`config.mk`:
```
export PLATFORM = sky130hd
export DESIGN_NAME = ast_uart
export DESIGN_NICKNAME = d
export VERILOG_FILES = /design/src/ast_pkg.sv /design/src/ast_uart.sv
export SDC_FILE = /design/constraint.sdc
export NUM_CORES = 1
export LEC_CHECK = 0
export ABC_CLOCK_PERIOD_IN_PS = 3090
export BUFFER_PORTS_ARGS = -buffer_cell sky130_fd_sc_hd__buf_2
export CORE_UTILIZATION = 55
export CTS_BUF_LIST = sky130_fd_sc_hd__clkbuf_4 sky130_fd_sc_hd__clkbuf_8
export CTS_CLUSTER_DIAMETER = 100
export DETAILED_ROUTE_END_ITERATION = 7
export PLACE_DENSITY = 0.8
export SYNTH_ARGS = -nofsm -noshare
export SYNTH_HDL_FRONTEND = slang
export SYNTH_SLANG_ARGS = --single-unit
```
`constraint.sdc`:
```
create_clock -name sys_clk -period 3.09 [get_ports sys_clk]
set_clock_uncertainty 0.15 [all_clocks]
set_input_delay 0.618 -clock sys_clk [delete_from_list [all_inputs] [get_ports sys_clk]]
set_output_delay 0.618 -clock sys_clk [all_outputs]
set_load 0.1 [all_outputs]
```
`src/ast_pkg.sv`:
```
// Package for the asynchronous serial transceiver.
// Assumes a 32-bit AXI4-Lite register bus and one 200 MHz clock.
package ast_pkg;
  // Register indices; byte address is four times the index
  localparam logic [7:0] IDX_CONTROL = 8'h0a;
  localparam logic [7:0] IDX_STATUS  = 8'h0b;
  localparam logic [7:0] IDX_DATA    = 8'h0c;
  localparam logic [7:0] IDX_DIVIDER = 8'h09;
  localparam logic [7:0] IDX_IRQ_ACK = 8'h0d;
  // Control field positions
  localparam int CTL_RXIE = 7;
  localparam int CTL_TXIE = 6;
  localparam int CTL_BEIE = 5;
  localparam int CTL_RECEIVER_ENABLE = 4;
  localparam int CTL_TRANSMITTER_ENABLE = 3;
  localparam int CTL_NINE = 2;
  localparam int CTL_RX8  = 1;
  localparam int CTL_TX8  = 0;
  // Status field positions
  localparam int ST_RXDONE = 7;
  localparam int ST_TXDONE = 6;
  localparam int ST_EMPTY  = 5;
  localparam int ST_FRAME  = 4;
  localparam int ST_OVER   = 3;
  // Reset values
  localparam logic [7:0] STATUS_RST  = 8'h20;
  localparam logic [7:0] CONTROL_RST = 8'h00;
  localparam logic [7:0] DIVIDER_RST = 8'h00;
  // Oversampling, majority sample points and bus responses
  localparam logic [3:0] OVS_LAST = 4'hf;
  localparam logic [3:0] SMP_A    = 4'h7;
  localparam logic [3:0] SMP_B    = 4'h8;
  localparam logic [3:0] SMP_C    = 4'h9;
  localparam logic [1:0] RESP_OK  = 2'h0;
  localparam logic [1:0] RESP_ERR = 2'h2;
  // Receiver states
  typedef enum logic [1:0] {
    RX_IDLE  = 2'b00,
    RX_START = 2'b01,
    RX_DATA  = 2'b10,
    RX_STOP  = 2'b11
  } ast_rx_state_t;
  // Pin triple for the two serial lines
  typedef struct packed {
    logic tx_out;
    logic tx_oe;
    logic rx_oe;
  } ast_pins_t;
  // Interrupt request group
  typedef struct packed {
    logic rx_done;
    logic tx_done;
    logic buf_empty;
  } ast_irq_t;
endpackage

```
`src/ast_uart.sv`:
```
// Full-duplex asynchronous serial transceiver with AXI4-Lite registers.
// Assumes the serial input is asynchronous; port logic applies pin_ctl.
`timescale 1ns/10ps
module ast_uart
  import ast_pkg::*;
(
  // Clock and reset
  input  wire logic        sys_clk,
  input  wire logic        nrst,
  // AXI4-Lite write address
  input  wire logic [31:0] s_axi_awaddr,
  input  wire logic        s_axi_awvalid,
  output logic             s_axi_awready,
  // AXI4-Lite write data
  input  wire logic [31:0] s_axi_wdata,
  input  wire logic [3:0]  s_axi_wstrb,
  input  wire logic        s_axi_wvalid,
  output logic             s_axi_wready,
  // AXI4-Lite write response
  output logic [1:0]       s_axi_bresp,
  output logic             s_axi_bvalid,
  input  wire logic        s_axi_bready,
  // AXI4-Lite read address
  input  wire logic [31:0] s_axi_araddr,
  input  wire logic        s_axi_arvalid,
  output logic             s_axi_arready,
  // AXI4-Lite read data
  output logic [31:0]      s_axi_rdata,
  output logic [1:0]       s_axi_rresp,
  output logic             s_axi_rvalid,
  input  wire logic        s_axi_rready,
  // Serial lines
  input  wire logic        rxd_in,
  output ast_pins_t        pin_ctl,
  // Interrupt requests and vector acknowledge
  output ast_irq_t         irq_req,
  input  wire logic        tx_done_vec_ack
);

  // Index of a word address
  function automatic logic [7:0] word_idx(input logic [31:0] a);
    return a[9:2];
  endfunction

  // Majority of three samples
  function automatic logic maj3(input logic [2:0] s);
    return (s[0] & s[1]) | (s[0] & s[2]) | (s[1] & s[2]);
  endfunction

  logic [7:0]  control_ff;      // Enables and ninth bits
  logic [7:0]  divider_ff;      // Baud divider
  logic [7:0]  tx_hold_ff;      // Transmit holding register
  logic        tx_hold8_ff;     // Ninth bit captured with hold
  logic        tx_pend_ff;      // Hold has a character waiting
  logic [10:0] tx_shift_ff;     // Transmit shifter
  logic [3:0]  tx_left_ff;      // Bits still to shift out
  logic        tx_busy_ff;      // Frame on the line
  logic        tx_line_ff;      // Serial output level
  logic        tx_stop_ff;      // Stop bit out, nothing queued
  logic [7:0]  rx_buf_ff;       // Receive holding register
  logic        rx8_ff;          // Received ninth bit
  logic        rx_done_ff;      // Receive done flag
  logic        tx_done_ff;      // Transmit done flag
  logic        empty_ff;        // Buffer empty flag
  logic        frame_ff;        // Framing error flag
  logic        over_ff;         // Visible overrun
  logic        over_pend_ff;    // Overrun waiting for read
  logic        rxd_s1_ff;       // Synchroniser first stage
  logic        rxd_s2_ff;       // Synchroniser second stage
  logic [7:0]  div_cnt_ff;      // Divider count
  logic [3:0]  tick_cnt_ff;     // Sixteenths for the transmitter
  logic        ovs_tick;        // One pulse per 1/16 bit
  logic        baud_tick;       // One pulse per bit
  ast_rx_state_t rx_state_ff;   // Receiver state
  logic [3:0]  rx_ovs_ff;       // Sample index in bit
  logic [2:0]  rx_smp_ff;       // Samples 8..10
  logic [3:0]  rx_bit_ff;       // Data bits received
  logic [8:0]  rx_shift_ff;     // Receive shifter
  logic        aw_got_ff;       // Write address held
  logic        w_got_ff;        // Write data held
  logic [31:0] aw_addr_ff;
  logic [31:0] w_data_ff;
  logic [3:0]  w_strb_ff;
  logic        wr_fire;         // Write executes this cycle
  logic        rd_fire;         // Read executes this cycle
  logic [7:0]  wr_idx;
  logic [7:0]  rd_idx;
  logic        data_wr;         // Write to data address
  logic        data_rd;         // Read of data address
  logic        tx_load;         // Hold moves into shifter
  logic        stop_out;        // Last bit finished
  logic        rx_end;          // Frame end strobe
  logic        rx_stop_ok;
  logic [7:0]  status_rd;

  // Bus write taken once both halves are in hand
  assign wr_fire = aw_got_ff & w_got_ff & ~s_axi_bvalid;
  assign rd_fire = s_axi_arvalid & s_axi_arready;
  assign wr_idx  = word_idx(aw_addr_ff);
  assign rd_idx  = word_idx(s_axi_araddr);
  assign data_wr = wr_fire & (wr_idx == IDX_DATA) & w_strb_ff[0];
  assign data_rd = rd_fire & (rd_idx == IDX_DATA);
  assign status_rd = {rx_done_ff, tx_done_ff, empty_ff, frame_ff,
                      over_ff, 3'h0};

  // Address and data channels accepted independently
  always_ff @(posedge sys_clk or negedge nrst) begin
    if (!nrst) begin
      aw_got_ff     <= 1'b0;
      w_got_ff      <= 1'b0;
      aw_addr_ff    <= 32'h0;
      w_data_ff     <= 32'h0;
      w_strb_ff     <= 4'h0;
      s_axi_awready <= 1'b0;
      s_axi_wready  <= 1'b0;
    end else begin
      s_axi_awready <= ~aw_got_ff & ~s_axi_awready & ~wr_fire;
      s_axi_wready  <= ~w_got_ff & ~s_axi_wready & ~wr_fire;
      if (s_axi_awvalid & s_axi_awready) begin
        aw_got_ff  <= 1'b1;
        aw_addr_ff <= s_axi_awaddr;
      end else if (wr_fire) begin
        aw_got_ff <= 1'b0;
      end
      if (s_axi_wvalid & s_axi_wready) begin
        w_got_ff  <= 1'b1;
        w_data_ff <= s_axi_wdata;
        w_strb_ff <= s_axi_wstrb;
      end else if (wr_fire) begin
        w_got_ff <= 1'b0;
      end
    end
  end

  // Write response, error on unmapped index
  always_ff @(posedge sys_clk or negedge nrst) begin
    if (!nrst) begin
      s_axi_bvalid <= 1'b0;
      s_axi_bresp  <= RESP_OK;
    end else if (wr_fire) begin
      s_axi_bvalid <= 1'b1;
      if (wr_idx == IDX_CONTROL || wr_idx == IDX_STATUS ||
          wr_idx == IDX_DATA || wr_idx == IDX_DIVIDER ||
          wr_idx == IDX_IRQ_ACK) begin
        s_axi_bresp <= RESP_OK;
      end else begin
        s_axi_bresp <= RESP_ERR;
      end
    end else if (s_axi_bready) begin
      s_axi_bvalid <= 1'b0;
    end
  end

  // Read channel: one cycle answer
  always_ff @(posedge sys_clk or negedge nrst) begin
    if (!nrst) begin
      s_axi_arready <= 1'b0;
      s_axi_rvalid  <= 1'b0;
      s_axi_rdata   <= 32'h0;
      s_axi_rresp   <= RESP_OK;
    end else begin
      s_axi_arready <= ~s_axi_arready & ~s_axi_rvalid & s_axi_arvalid;
      if (rd_fire) begin
        s_axi_rvalid <= 1'b1;
        s_axi_rresp  <= RESP_OK;
        if (rd_idx == IDX_CONTROL) begin
          s_axi_rdata <= {24'h0, control_ff[7:2], rx8_ff, 1'b0};
        end else if (rd_idx == IDX_STATUS) begin
          s_axi_rdata <= {24'h0, status_rd};
        end else if (rd_idx == IDX_DATA) begin
          s_axi_rdata <= {24'h0, rx_buf_ff};
        end else if (rd_idx == IDX_DIVIDER) begin
          s_axi_rdata <= {24'h0, divider_ff};
        end else if (rd_idx == IDX_IRQ_ACK) begin
          s_axi_rdata <= 32'h0;
        end else begin
          s_axi_rdata <= 32'h0;
          s_axi_rresp <= RESP_ERR;
        end
      end else if (s_axi_rready) begin
        s_axi_rvalid <= 1'b0;
      end
    end
  end

  // Control and divider registers
  always_ff @(posedge sys_clk or negedge nrst) begin
    if (!nrst) begin
      control_ff <= CONTROL_RST;
      divider_ff <= DIVIDER_RST;
    end else if (wr_fire & w_strb_ff[0]) begin
      if (wr_idx == IDX_CONTROL) begin
        control_ff <= w_data_ff[7:0];
      end else if (wr_idx == IDX_DIVIDER) begin
        divider_ff <= w_data_ff[7:0];
      end
    end
  end

  // Divider makes 16x ticks; transmitter uses every 16th
  assign ovs_tick  = (div_cnt_ff == divider_ff);
  assign baud_tick = ovs_tick & (tick_cnt_ff == OVS_LAST);
  always_ff @(posedge sys_clk or negedge nrst) begin
    if (!nrst) begin
      div_cnt_ff  <= 8'h0;
      tick_cnt_ff <= 4'h0;
    end else if (ovs_tick) begin
      div_cnt_ff  <= 8'h0;
      tick_cnt_ff <= tick_cnt_ff + 4'h1;
    end else begin
      div_cnt_ff <= div_cnt_ff + 8'h1;
    end
  end

  // Transmit hold: written any time, drained by loads
  assign stop_out = tx_busy_ff & baud_tick & (tx_left_ff == 4'h0);
  // Enable gates only new starts, so queued data still drains
  assign tx_load  = tx_pend_ff & ((~tx_busy_ff & control_ff[CTL_TRANSMITTER_ENABLE])
                    | stop_out);
  always_ff @(posedge sys_clk or negedge nrst) begin
    if (!nrst) begin
      tx_hold_ff  <= 8'h0;
      tx_hold8_ff <= 1'b0;
      tx_pend_ff  <= 1'b0;
    end else if (data_wr) begin
      tx_hold_ff  <= w_data_ff[7:0];
      tx_hold8_ff <= control_ff[CTL_TX8];
      tx_pend_ff  <= 1'b1;
    end else if (tx_load) begin
      tx_pend_ff <= 1'b0;
    end
  end

  // Shifter: start low at bit 0, stop high at top
  always_ff @(posedge sys_clk or negedge nrst) begin
    if (!nrst) begin
      tx_shift_ff <= 11'h7ff;
      tx_left_ff  <= 4'h0;
      tx_busy_ff  <= 1'b0;
      tx_line_ff  <= 1'b1;
    end else if (tx_load) begin
      tx_busy_ff <= 1'b1;
      if (control_ff[CTL_NINE]) begin
        tx_shift_ff <= {1'b1, tx_hold8_ff, tx_hold_ff, 1'b0};
        tx_left_ff  <= 4'ha;
      end else begin
        tx_shift_ff <= {2'b11, tx_hold_ff, 1'b0};
        tx_left_ff  <= 4'h9;
      end
    end else if (tx_busy_ff & baud_tick) begin
      if (tx_left_ff == 4'h0) begin
        tx_busy_ff <= 1'b0;
        tx_line_ff <= 1'b1;
      end else begin
        tx_line_ff  <= tx_shift_ff[0];
        tx_shift_ff <= {1'b1, tx_shift_ff[10:1]};
        tx_left_ff  <= tx_left_ff - 4'h1;
      end
    end
  end

  // Empty flag: load sets it and wins over the write clear
  always_ff @(posedge sys_clk or negedge nrst) begin
    if (!nrst) begin
      empty_ff <= STATUS_RST[ST_EMPTY];
    end else if (tx_load) begin
      empty_ff <= 1'b1;
    end else if (data_wr) begin
      empty_ff <= 1'b0;
    end
  end

  // Stop bit timer: armed by an unfollowed stop, ends one bit later
  always_ff @(posedge sys_clk or negedge nrst) begin
    if (!nrst) begin
      tx_stop_ff <= 1'b0;
    end else if (stop_out) begin
      tx_stop_ff <= ~tx_pend_ff;
    end else if (baud_tick | tx_load) begin
      tx_stop_ff <= 1'b0;
    end
  end

  // Transmit done: set beats the clears; waits a full stop bit
  always_ff @(posedge sys_clk or negedge nrst) begin
    if (!nrst) begin
      tx_done_ff <= 1'b0;
    end else if (tx_stop_ff & baud_tick & ~tx_pend_ff & ~data_wr) begin
      tx_done_ff <= 1'b1;
    end else if (tx_done_vec_ack) begin
      tx_done_ff <= 1'b0;
    end else if (wr_fire & w_strb_ff[0] & (wr_idx == IDX_STATUS) &
                 w_data_ff[ST_TXDONE]) begin
      tx_done_ff <= 1'b0;
    end
  end

  // Two-flop synchroniser on the serial input
  always_ff @(posedge sys_clk or negedge nrst) begin
    if (!nrst) begin
      rxd_s1_ff <= 1'b1;
      rxd_s2_ff <= 1'b1;
    end else begin
      rxd_s1_ff <= rxd_in;
      rxd_s2_ff <= rxd_s1_ff;
    end
  end

  // Receiver: 16 samples a bit, vote on samples 8..10
  assign rx_stop_ok = maj3(rx_smp_ff);
  assign rx_end = ovs_tick & (rx_state_ff == RX_STOP) &
                  (rx_ovs_ff == OVS_LAST);
  always_ff @(posedge sys_clk or negedge nrst) begin
    if (!nrst) begin
      rx_state_ff <= RX_IDLE;
      rx_ovs_ff   <= 4'h0;
      rx_smp_ff   <= 3'h0;
      rx_bit_ff   <= 4'h0;
      rx_shift_ff <= 9'h0;
    end else if (!control_ff[CTL_RECEIVER_ENABLE]) begin
      rx_state_ff <= RX_IDLE;
    end else if (ovs_tick) begin
      rx_ovs_ff <= rx_ovs_ff + 4'h1;
      if (rx_ovs_ff == SMP_A || rx_ovs_ff == SMP_B ||
          rx_ovs_ff == SMP_C) begin
        rx_smp_ff <= {rx_smp_ff[1:0], rxd_s2_ff};
      end
      case (rx_state_ff)
        RX_IDLE: begin
          // First low sample is sample 1, index 0
          rx_ovs_ff <= 4'h1;
          if (!rxd_s2_ff) begin
            rx_state_ff <= RX_START;
          end
        end
        RX_START: begin
          if (rx_ovs_ff == OVS_LAST) begin
            rx_bit_ff <= 4'h0;
            if (maj3(rx_smp_ff)) begin
              rx_state_ff <= RX_IDLE;
            end else begin
              rx_state_ff <= RX_DATA;
            end
          end
        end
        RX_DATA: begin
          if (rx_ovs_ff == OVS_LAST) begin
            rx_shift_ff <= {maj3(rx_smp_ff), rx_shift_ff[8:1]};
            rx_bit_ff   <= rx_bit_ff + 4'h1;
            if (rx_bit_ff == (control_ff[CTL_NINE] ? 4'h8 : 4'h7)) begin
              rx_state_ff <= RX_STOP;
            end
          end
        end
        RX_STOP: begin
          if (rx_ovs_ff == OVS_LAST) begin
            rx_state_ff <= RX_IDLE;
          end
        end
        default: rx_state_ff <= RX_IDLE;
      endcase
    end
  end

  // Frame end: move character unless buffer still unread
  always_ff @(posedge sys_clk or negedge nrst) begin
    if (!nrst) begin
      rx_buf_ff    <= 8'h0;
      rx8_ff       <= 1'b0;
      rx_done_ff   <= 1'b0;
      frame_ff     <= 1'b0;
      over_ff      <= 1'b0;
      over_pend_ff <= 1'b0;
    end else begin
      if (rx_end & (~rx_done_ff | data_rd)) begin
        // Transfer; a same-cycle read frees the buffer
        rx_done_ff   <= 1'b1;
        frame_ff     <= ~rx_stop_ok;
        over_pend_ff <= 1'b0;
        over_ff      <= 1'b0;
        if (control_ff[CTL_NINE]) begin
          rx_buf_ff <= rx_shift_ff[7:0];
          rx8_ff    <= rx_shift_ff[8];
        end else begin
          rx_buf_ff <= rx_shift_ff[8:1];
        end
      end else if (rx_end) begin
        over_pend_ff <= 1'b1;
        frame_ff     <= ~rx_stop_ok;
      end else if (data_rd) begin
        rx_done_ff <= 1'b0;
        over_ff    <= over_pend_ff;
      end
    end
  end

  // Pins and interrupt requests, all registered
  always_ff @(posedge sys_clk or negedge nrst) begin
    if (!nrst) begin
      // Line idles high through reset, pin not yet owned
      pin_ctl <= '{tx_out: 1'b1, tx_oe: 1'b0, rx_oe: 1'b0};
      irq_req <= '0;
    end else begin
      pin_ctl.tx_out <= tx_line_ff;
      // Keep driving while queued data drains
      pin_ctl.tx_oe  <= control_ff[CTL_TRANSMITTER_ENABLE] | tx_busy_ff | tx_pend_ff
                        & ~empty_ff;
      pin_ctl.rx_oe  <= 1'b0;
      irq_req.rx_done   <= rx_done_ff & control_ff[CTL_RXIE];
      irq_req.tx_done   <= tx_done_ff & control_ff[CTL_TXIE];
      irq_req.buf_empty <= empty_ff & control_ff[CTL_BEIE];
    end
  end

endmodule

```
# After elaboration in Yosys (flattened, before gate mapping)
# Cells that the tools add are included.
# classes
muxes	64
n_shift	0
div	0
n_reduce_logical	32
n_mul	0
n_addsub	5
magnitude_cmp	0
bitwise_logic	58
n_eq_ne	30
# op_table
operator	count
$eq 8x4->1 const B	10
$mux 8	6
$and 1x1->1	35
$mux 11	3
$mux 1	30
$mux 2	15
$mux 4	7
$reduce_bool 2->1	11
$eq 4x4->1 const B	4
$not 1->1	16
$reduce_and 2->1	7
$add 4x1->4 const B	3
$ne 3x3->1 const B	4
$mux 10	1
$add 8x1->8 const B	1
$eq 8x8->1	1
$pmux 2 s4	1
$pmux 4 s2	1
$or 1x1->1	7
$logic_or 1x1->1	6
$ne 2x2->1 const B	3
$reduce_and 3->1	2
$reduce_and 6->1	1
$reduce_and 5->1	1
11 further kinds	13
# word_totals
rom_bits	0
mem_count	0
ramBits	0
latch_bits	0
elab_cells	234
out_inout_bits	47
register_bits	162

# Depth between registers and ports, before layout
# logic_depth
word_depth	9
ltp_mapped	9
mapped_depth_nobuf	7

# Least setup slack after synthesis
# OpenSTA, ideal clock, no wires.
# synth_timing
path_type	reg-to-reg
start	register s_axi_bvalid
end	register tx_hold_ff[0]
arrival_time_ns	2.328
n_path_buf	1
path_stages_with_launch	6
period_less_slack_ns	2.603
setup_slack_ns	0.487
required_ns	2.815
setup_ns	0.125
path_cell_list	dfrtp_1 and3b_1 nand4_4 or4b_4 buf_6 mux2_4
# synth_between
elab_chain_len	4
# synth_lines
item	line	source
from (decl)	ast_uart.sv:21	output logic s_axi_bvalid,
from (signal assigned)	ast_uart.sv:138	s_axi_bvalid <= 1'b0;
from (signal assigned)	ast_uart.sv:141	s_axi_bvalid <= 1'b1;
from (signal assigned)	ast_uart.sv:150	s_axi_bvalid <= 1'b0;
$not 1->1	ast_uart.sv:97	assign wr_fire = aw_got_ff & w_got_ff & ~s_axi_bvalid;
$and 1x1->1	ast_uart.sv:97	
$and 1x1->1 (2 in a row)	ast_uart.sv:101	assign data_wr = wr_fire & (wr_idx == IDX_DATA) & w_strb_ff[0];
to (signal assigned)	ast_uart.sv:226	tx_hold_ff <= w_data_ff[7:0];
to (decl)	ast_uart.sv:52	logic [7:0] tx_hold_ff;
# Every way passes these cells.
# A chain may end at the register's enable or synchronous reset.

# Worst setup path after layout
# layout_timing
start	register div_cnt_ff[2]
end	register tx_shift_ff[5]
# layout_between
elab_chain_len	8
elab_cells_between_ends	10
cone_classes	eq/ne (2); mux (1); bitwise (5); reduce/logical (2)
# layout_lines
item	line	source
from (decl)	ast_uart.sv:70	logic [7:0] div_cnt_ff;
from (signal assigned)	ast_uart.sv:211	div_cnt_ff <= div_cnt_ff + 8'h1;
$eq 8x8->1 (*)	ast_uart.sv:201	assign ovs_tick = (div_cnt_ff == divider_ff);
$and 1x1->1 (*)	ast_uart.sv:202	assign baud_tick = ovs_tick & (tick_cnt_ff == OVS_LAST);
$and 1x1->1 (*)	ast_uart.sv:216, ast_uart.sv:250	
$and 1x1->1	ast_uart.sv:216	assign stop_out = tx_busy_ff & baud_tick & (tx_left_ff == 4'h0);
$or 1x1->1	ast_uart.sv:219	| stop_out);
$and 1x1->1	ast_uart.sv:218	assign tx_load = tx_pend_ff & ((~tx_busy_ff & control_ff[CTL_TRANSMITTER_ENABLE])
$ne 2x2->1 (no line) / $reduce_bool 2->1 (equally long branches)	--	
$reduce_and 2->1 (no line)	--	
to (signal assigned)	ast_uart.sv:244	tx_shift_ff <= {1'b1, tx_hold8_ff, tx_hold_ff, 1'b0};
to (signal assigned)	ast_uart.sv:247	tx_shift_ff <= {2'b11, tx_hold_ff, 1'b0};
to (signal assigned)	ast_uart.sv:256	tx_shift_ff <= {1'b1, tx_shift_ff[10:1]};
to (decl)	ast_uart.sv:55	logic [10:0] tx_shift_ff;
# Mark *: on every way between the ends. The rest lies on a longest branch, timed or not.

==> out/metrics.yaml <==
worst_setup_path:
  critPathArrivalTime_ns: 2.87
  crit_chain: "xnor2_1 > nand4_1 > or2_1 > nor3_1 > a221o_1"
  crit_type: "reg2reg"
  slowest_stage: "or2_1"
  max_stage_delay_ns: 0.58
  cp_data_required_time_ns: 3.31
  end_kind: "flip-flop"
  cp-start-kind: "flip-flop"
  reg2reg_from: "div_cnt_ff[2]"
  crit_fanout: 15
  crit_start: "div_cnt_ff[2]"
final_layout:
  layout_commonest_cell: "dfrtp_1"
  final_cells: 756
  nFillCells: 799
  diodes: 0
  syn_to_final_growth_pct: 12.8
  seqCellArea_um2: 3320
  num-nets-final: 719
  multi_input_area_um2: 2590
  mostFrequentLayoutCells: "117 x dfrtp_1, 52 x buf_2, 47 x nand2_1"
  drive_above_1_share: 0.281
synthesis:
  ys_warn_count: 0
  synth_area_um2: 6180
  ys_seq_area_frac: 0.538
  syn_avg_cell_area_um2: 11.4
  ys_seq_elements: 132
  async_flop_share: 1.00
  synth_edf_count: 0
  synth_cells: 542
  ys_types: 64
  synthFlopType: "dfrtp_1"
die:
  core-area_um2: 10900
  start_util: 0.567
  die-area_um2: 11700
  die_height_um: 108
  io_pins: 156
  rows: 38
  die_x_um: 108
clock_network:
  root_buffer: "clkbuf_8"
  clk_pin_slew_ns: 0.07
  postCtsResizedCells: 0
  tritoncts: "yes"
  clock-sinks: 132
  numCtsBuffers: 17
  cts_hold_buf: 0
  clk_path_buf_depth: 2
  ctsHtreeMaxLevel: 4
  post_cts_buffers: 0
  clk-insertion-delay-late_ns: 0.43
place:
  gp_congestion: 0.815
  portBuffers: 53
  dp.final_hpwl_um: 8770
  placedCellCount: 724
drt:
  first_pass_iters: 6
  ant_nets: 0
  vias: 4355
  wire_per_inst_um: 16.8
  wl_um: 12700
  drc: 0
  vias_per_cell: 5.76
  drt_iter0_markers: 338
sta:
  max_freq_mhz: 377
  rsz0062_at_grt: "no"
  final.setup.tns_ns: 0
  tightest_slew_ns: 0.656
  hold_violations: 0
  period_minus_slack_ns: 2.65
  drv_slew: 0
  finalCritPeriodShare: 0.858
  setup_viol_count_final: 0
  slew_headroom: 0.563
  hold_slack_ns: 0.0117
power_and_ir_drop:
  power_density_nw_per_um2: 747
  p_int_mw: 3.38
  switching_share: 0.351
  comb_power_share: 0.246
  p_switching_mw: 1.83
  p_seq_frac: 0.435
  ir_worst_vdd_uv: 574
  p_clk_frac: 0.319
  leakagePower_nw: 3.23
job:
  maxCapViolations: 0
grt:
  antenna_found_initial: 0
  grt-ovfl-total: 0
  grt_pass1_wl_um: 21300
  grt_pass1_vias: 4467
  grt_max_degree: 70
  grtUsageTotal: 0.239
hold_path:
  min_path_type: "in2async"
outcome:
  status: "completed"
==> cells in the mapped netlist (all sizes together), types with 2 or more instances <==
master	count	share of area
o32ai	2	0.0028
nor4b	6	0.013
o31ai	4	0.0049
or2	3	0.0030
mux2i	17	0.028
a221o	2	0.0032
buf	35	0.040
mux2	53	0.10
a31oi	5	0.0051
and2	9	0.0091
o21ai	39	0.032
dfrtp	117	0.47
inv	20	0.012
nor3	8	0.0065
o211ai	4	0.0049
nor2b	4	0.0040
ha	7	0.014
nand3	18	0.015
nor2	34	0.021
dfstp	15	0.064
a221oi	8	0.011
a21oi	7	0.0057
clkbuf	11	0.0067
nor3b	2	0.0024
xor2	2	0.0028
nor4	5	0.0085
nand4	8	0.011
xnor2	16	0.023
and3	5	0.0051
o2bb2ai	2	0.0028
nand2	47	0.029
a21o	3	0.0036
o221ai	4	0.0057
==> power by group through the flow <==
| stage | clock network, mW | registers [mW] | logic, mW |
|---|---|---|---|
| floorplan | 0 | 2.48 | 0.799 |
| global placement | 0 | 2.27 | 1.24 |
| detailed placement | 0 | 2.29 | 1.28 |
| CTS | 1.68 | 2.26 | 1.29 |
| global route | 1.74 | 2.30 | 1.37 |
| finish | 1.66 | 2.27 | 1.28 |
==> registers in the layout (all words and copies together) (netlist names), 3 cells and up <==
| name | cells |
|---|---|
| irq_req | 3 |
| tick_cnt_ff | 4 |
| divider_ff | 8 |
| control_ff | 7 |
| div_cnt_ff | 8 |
| rx_bit_ff | 4 |
| tx_left_ff | 4 |
| rx_buf_ff | 8 |
| rx_ovs_ff | 4 |
| rx_smp_ff | 3 |
| tx_hold_ff | 8 |
| s_axi_rdata | 8 |
| tx_shift_ff | 10 |
| aw_addr_ff | 8 |
| w_data_ff | 8 |
| rx_shift_ff | 9 |
==> worst max-delay path: cells and delay by family, from the launching register on <==
family | cells | cell delay (ns)
AND/OR/NAND/NOR | 3 | 1.52
XOR/XNOR | 1 | 0.25
AO/OA/AOI/OAI | 1 | 0.24
flip-flops | 1 | 0.43
==> logic make-up after synthesis <==
logic type | share of synthesized area
AND/OR/NAND/NOR | 0.140
XOR/XNOR | 0.0255
other | 0.000607
buffers and inverters | 0.0591
adder cells (fa/ha/maj) | 0.0142
multiplexers | 0.128
AO/OA/AOI/OAI | 0.0944
flip-flops | 0.538
==> through the flow <==
stage	utilization	worst slack, ns	total power, mW	area [µm²]
3_3_place_gp	0.598	0.492	3.52	6510
2_1_floorplan	-	0.487	3.28	6280
5_1_grt	0.640	0.302	5.41	6970
4_1_cts	0.640	0.487	5.22	6970
3_5_place_dp	0.598	0.495	3.57	6510
6_report	0.640	0.437	5.21	6970
==> final timing paths <==
| path | to | slack, ns | cells past startpoint |
|---|---|---|---|
| setup reg to reg | tx_shift_ff[5] | 0.44 | 5 |
| setup / recovery | tx_shift_ff[5] | 0.44 | 5 |
| max in group asynchronous | rxd_s2_ff | 2.01 | 2 |
| min in group sys_clk | rxd_s1_ff | 0.14 | 1 |
| hold reg to reg | rxd_s2_ff | 0.21 | 0 |
| hold / removal | aw_addr_ff[8] | 0.01 | 1 |
==> area by class of cell <==
type | instances | area share
Inverter | 20 | 0.0108
Tap cell | 140 | 0.0251
Clock buffer | 22 | 0.0407
Multi-Input combinational cell | 370 | 0.371
Sequential cell | 132 | 0.477
Clock inverter | 10 | 0.0255
Timing Repair Buffer | 62 | 0.0499
==> metal layers <==
metal / vias up / GRT usage / wire [µm]
met3: 27 / 0.0452 / 686
met5: - / 0 / 0
met1: 2174 / 0.293 / 5310
met4: 0 / 0.113 / 318
li1: 1991 / - / -
met2: 163 / 0.407 / 6390
Power figures use the tool's default switching activity.
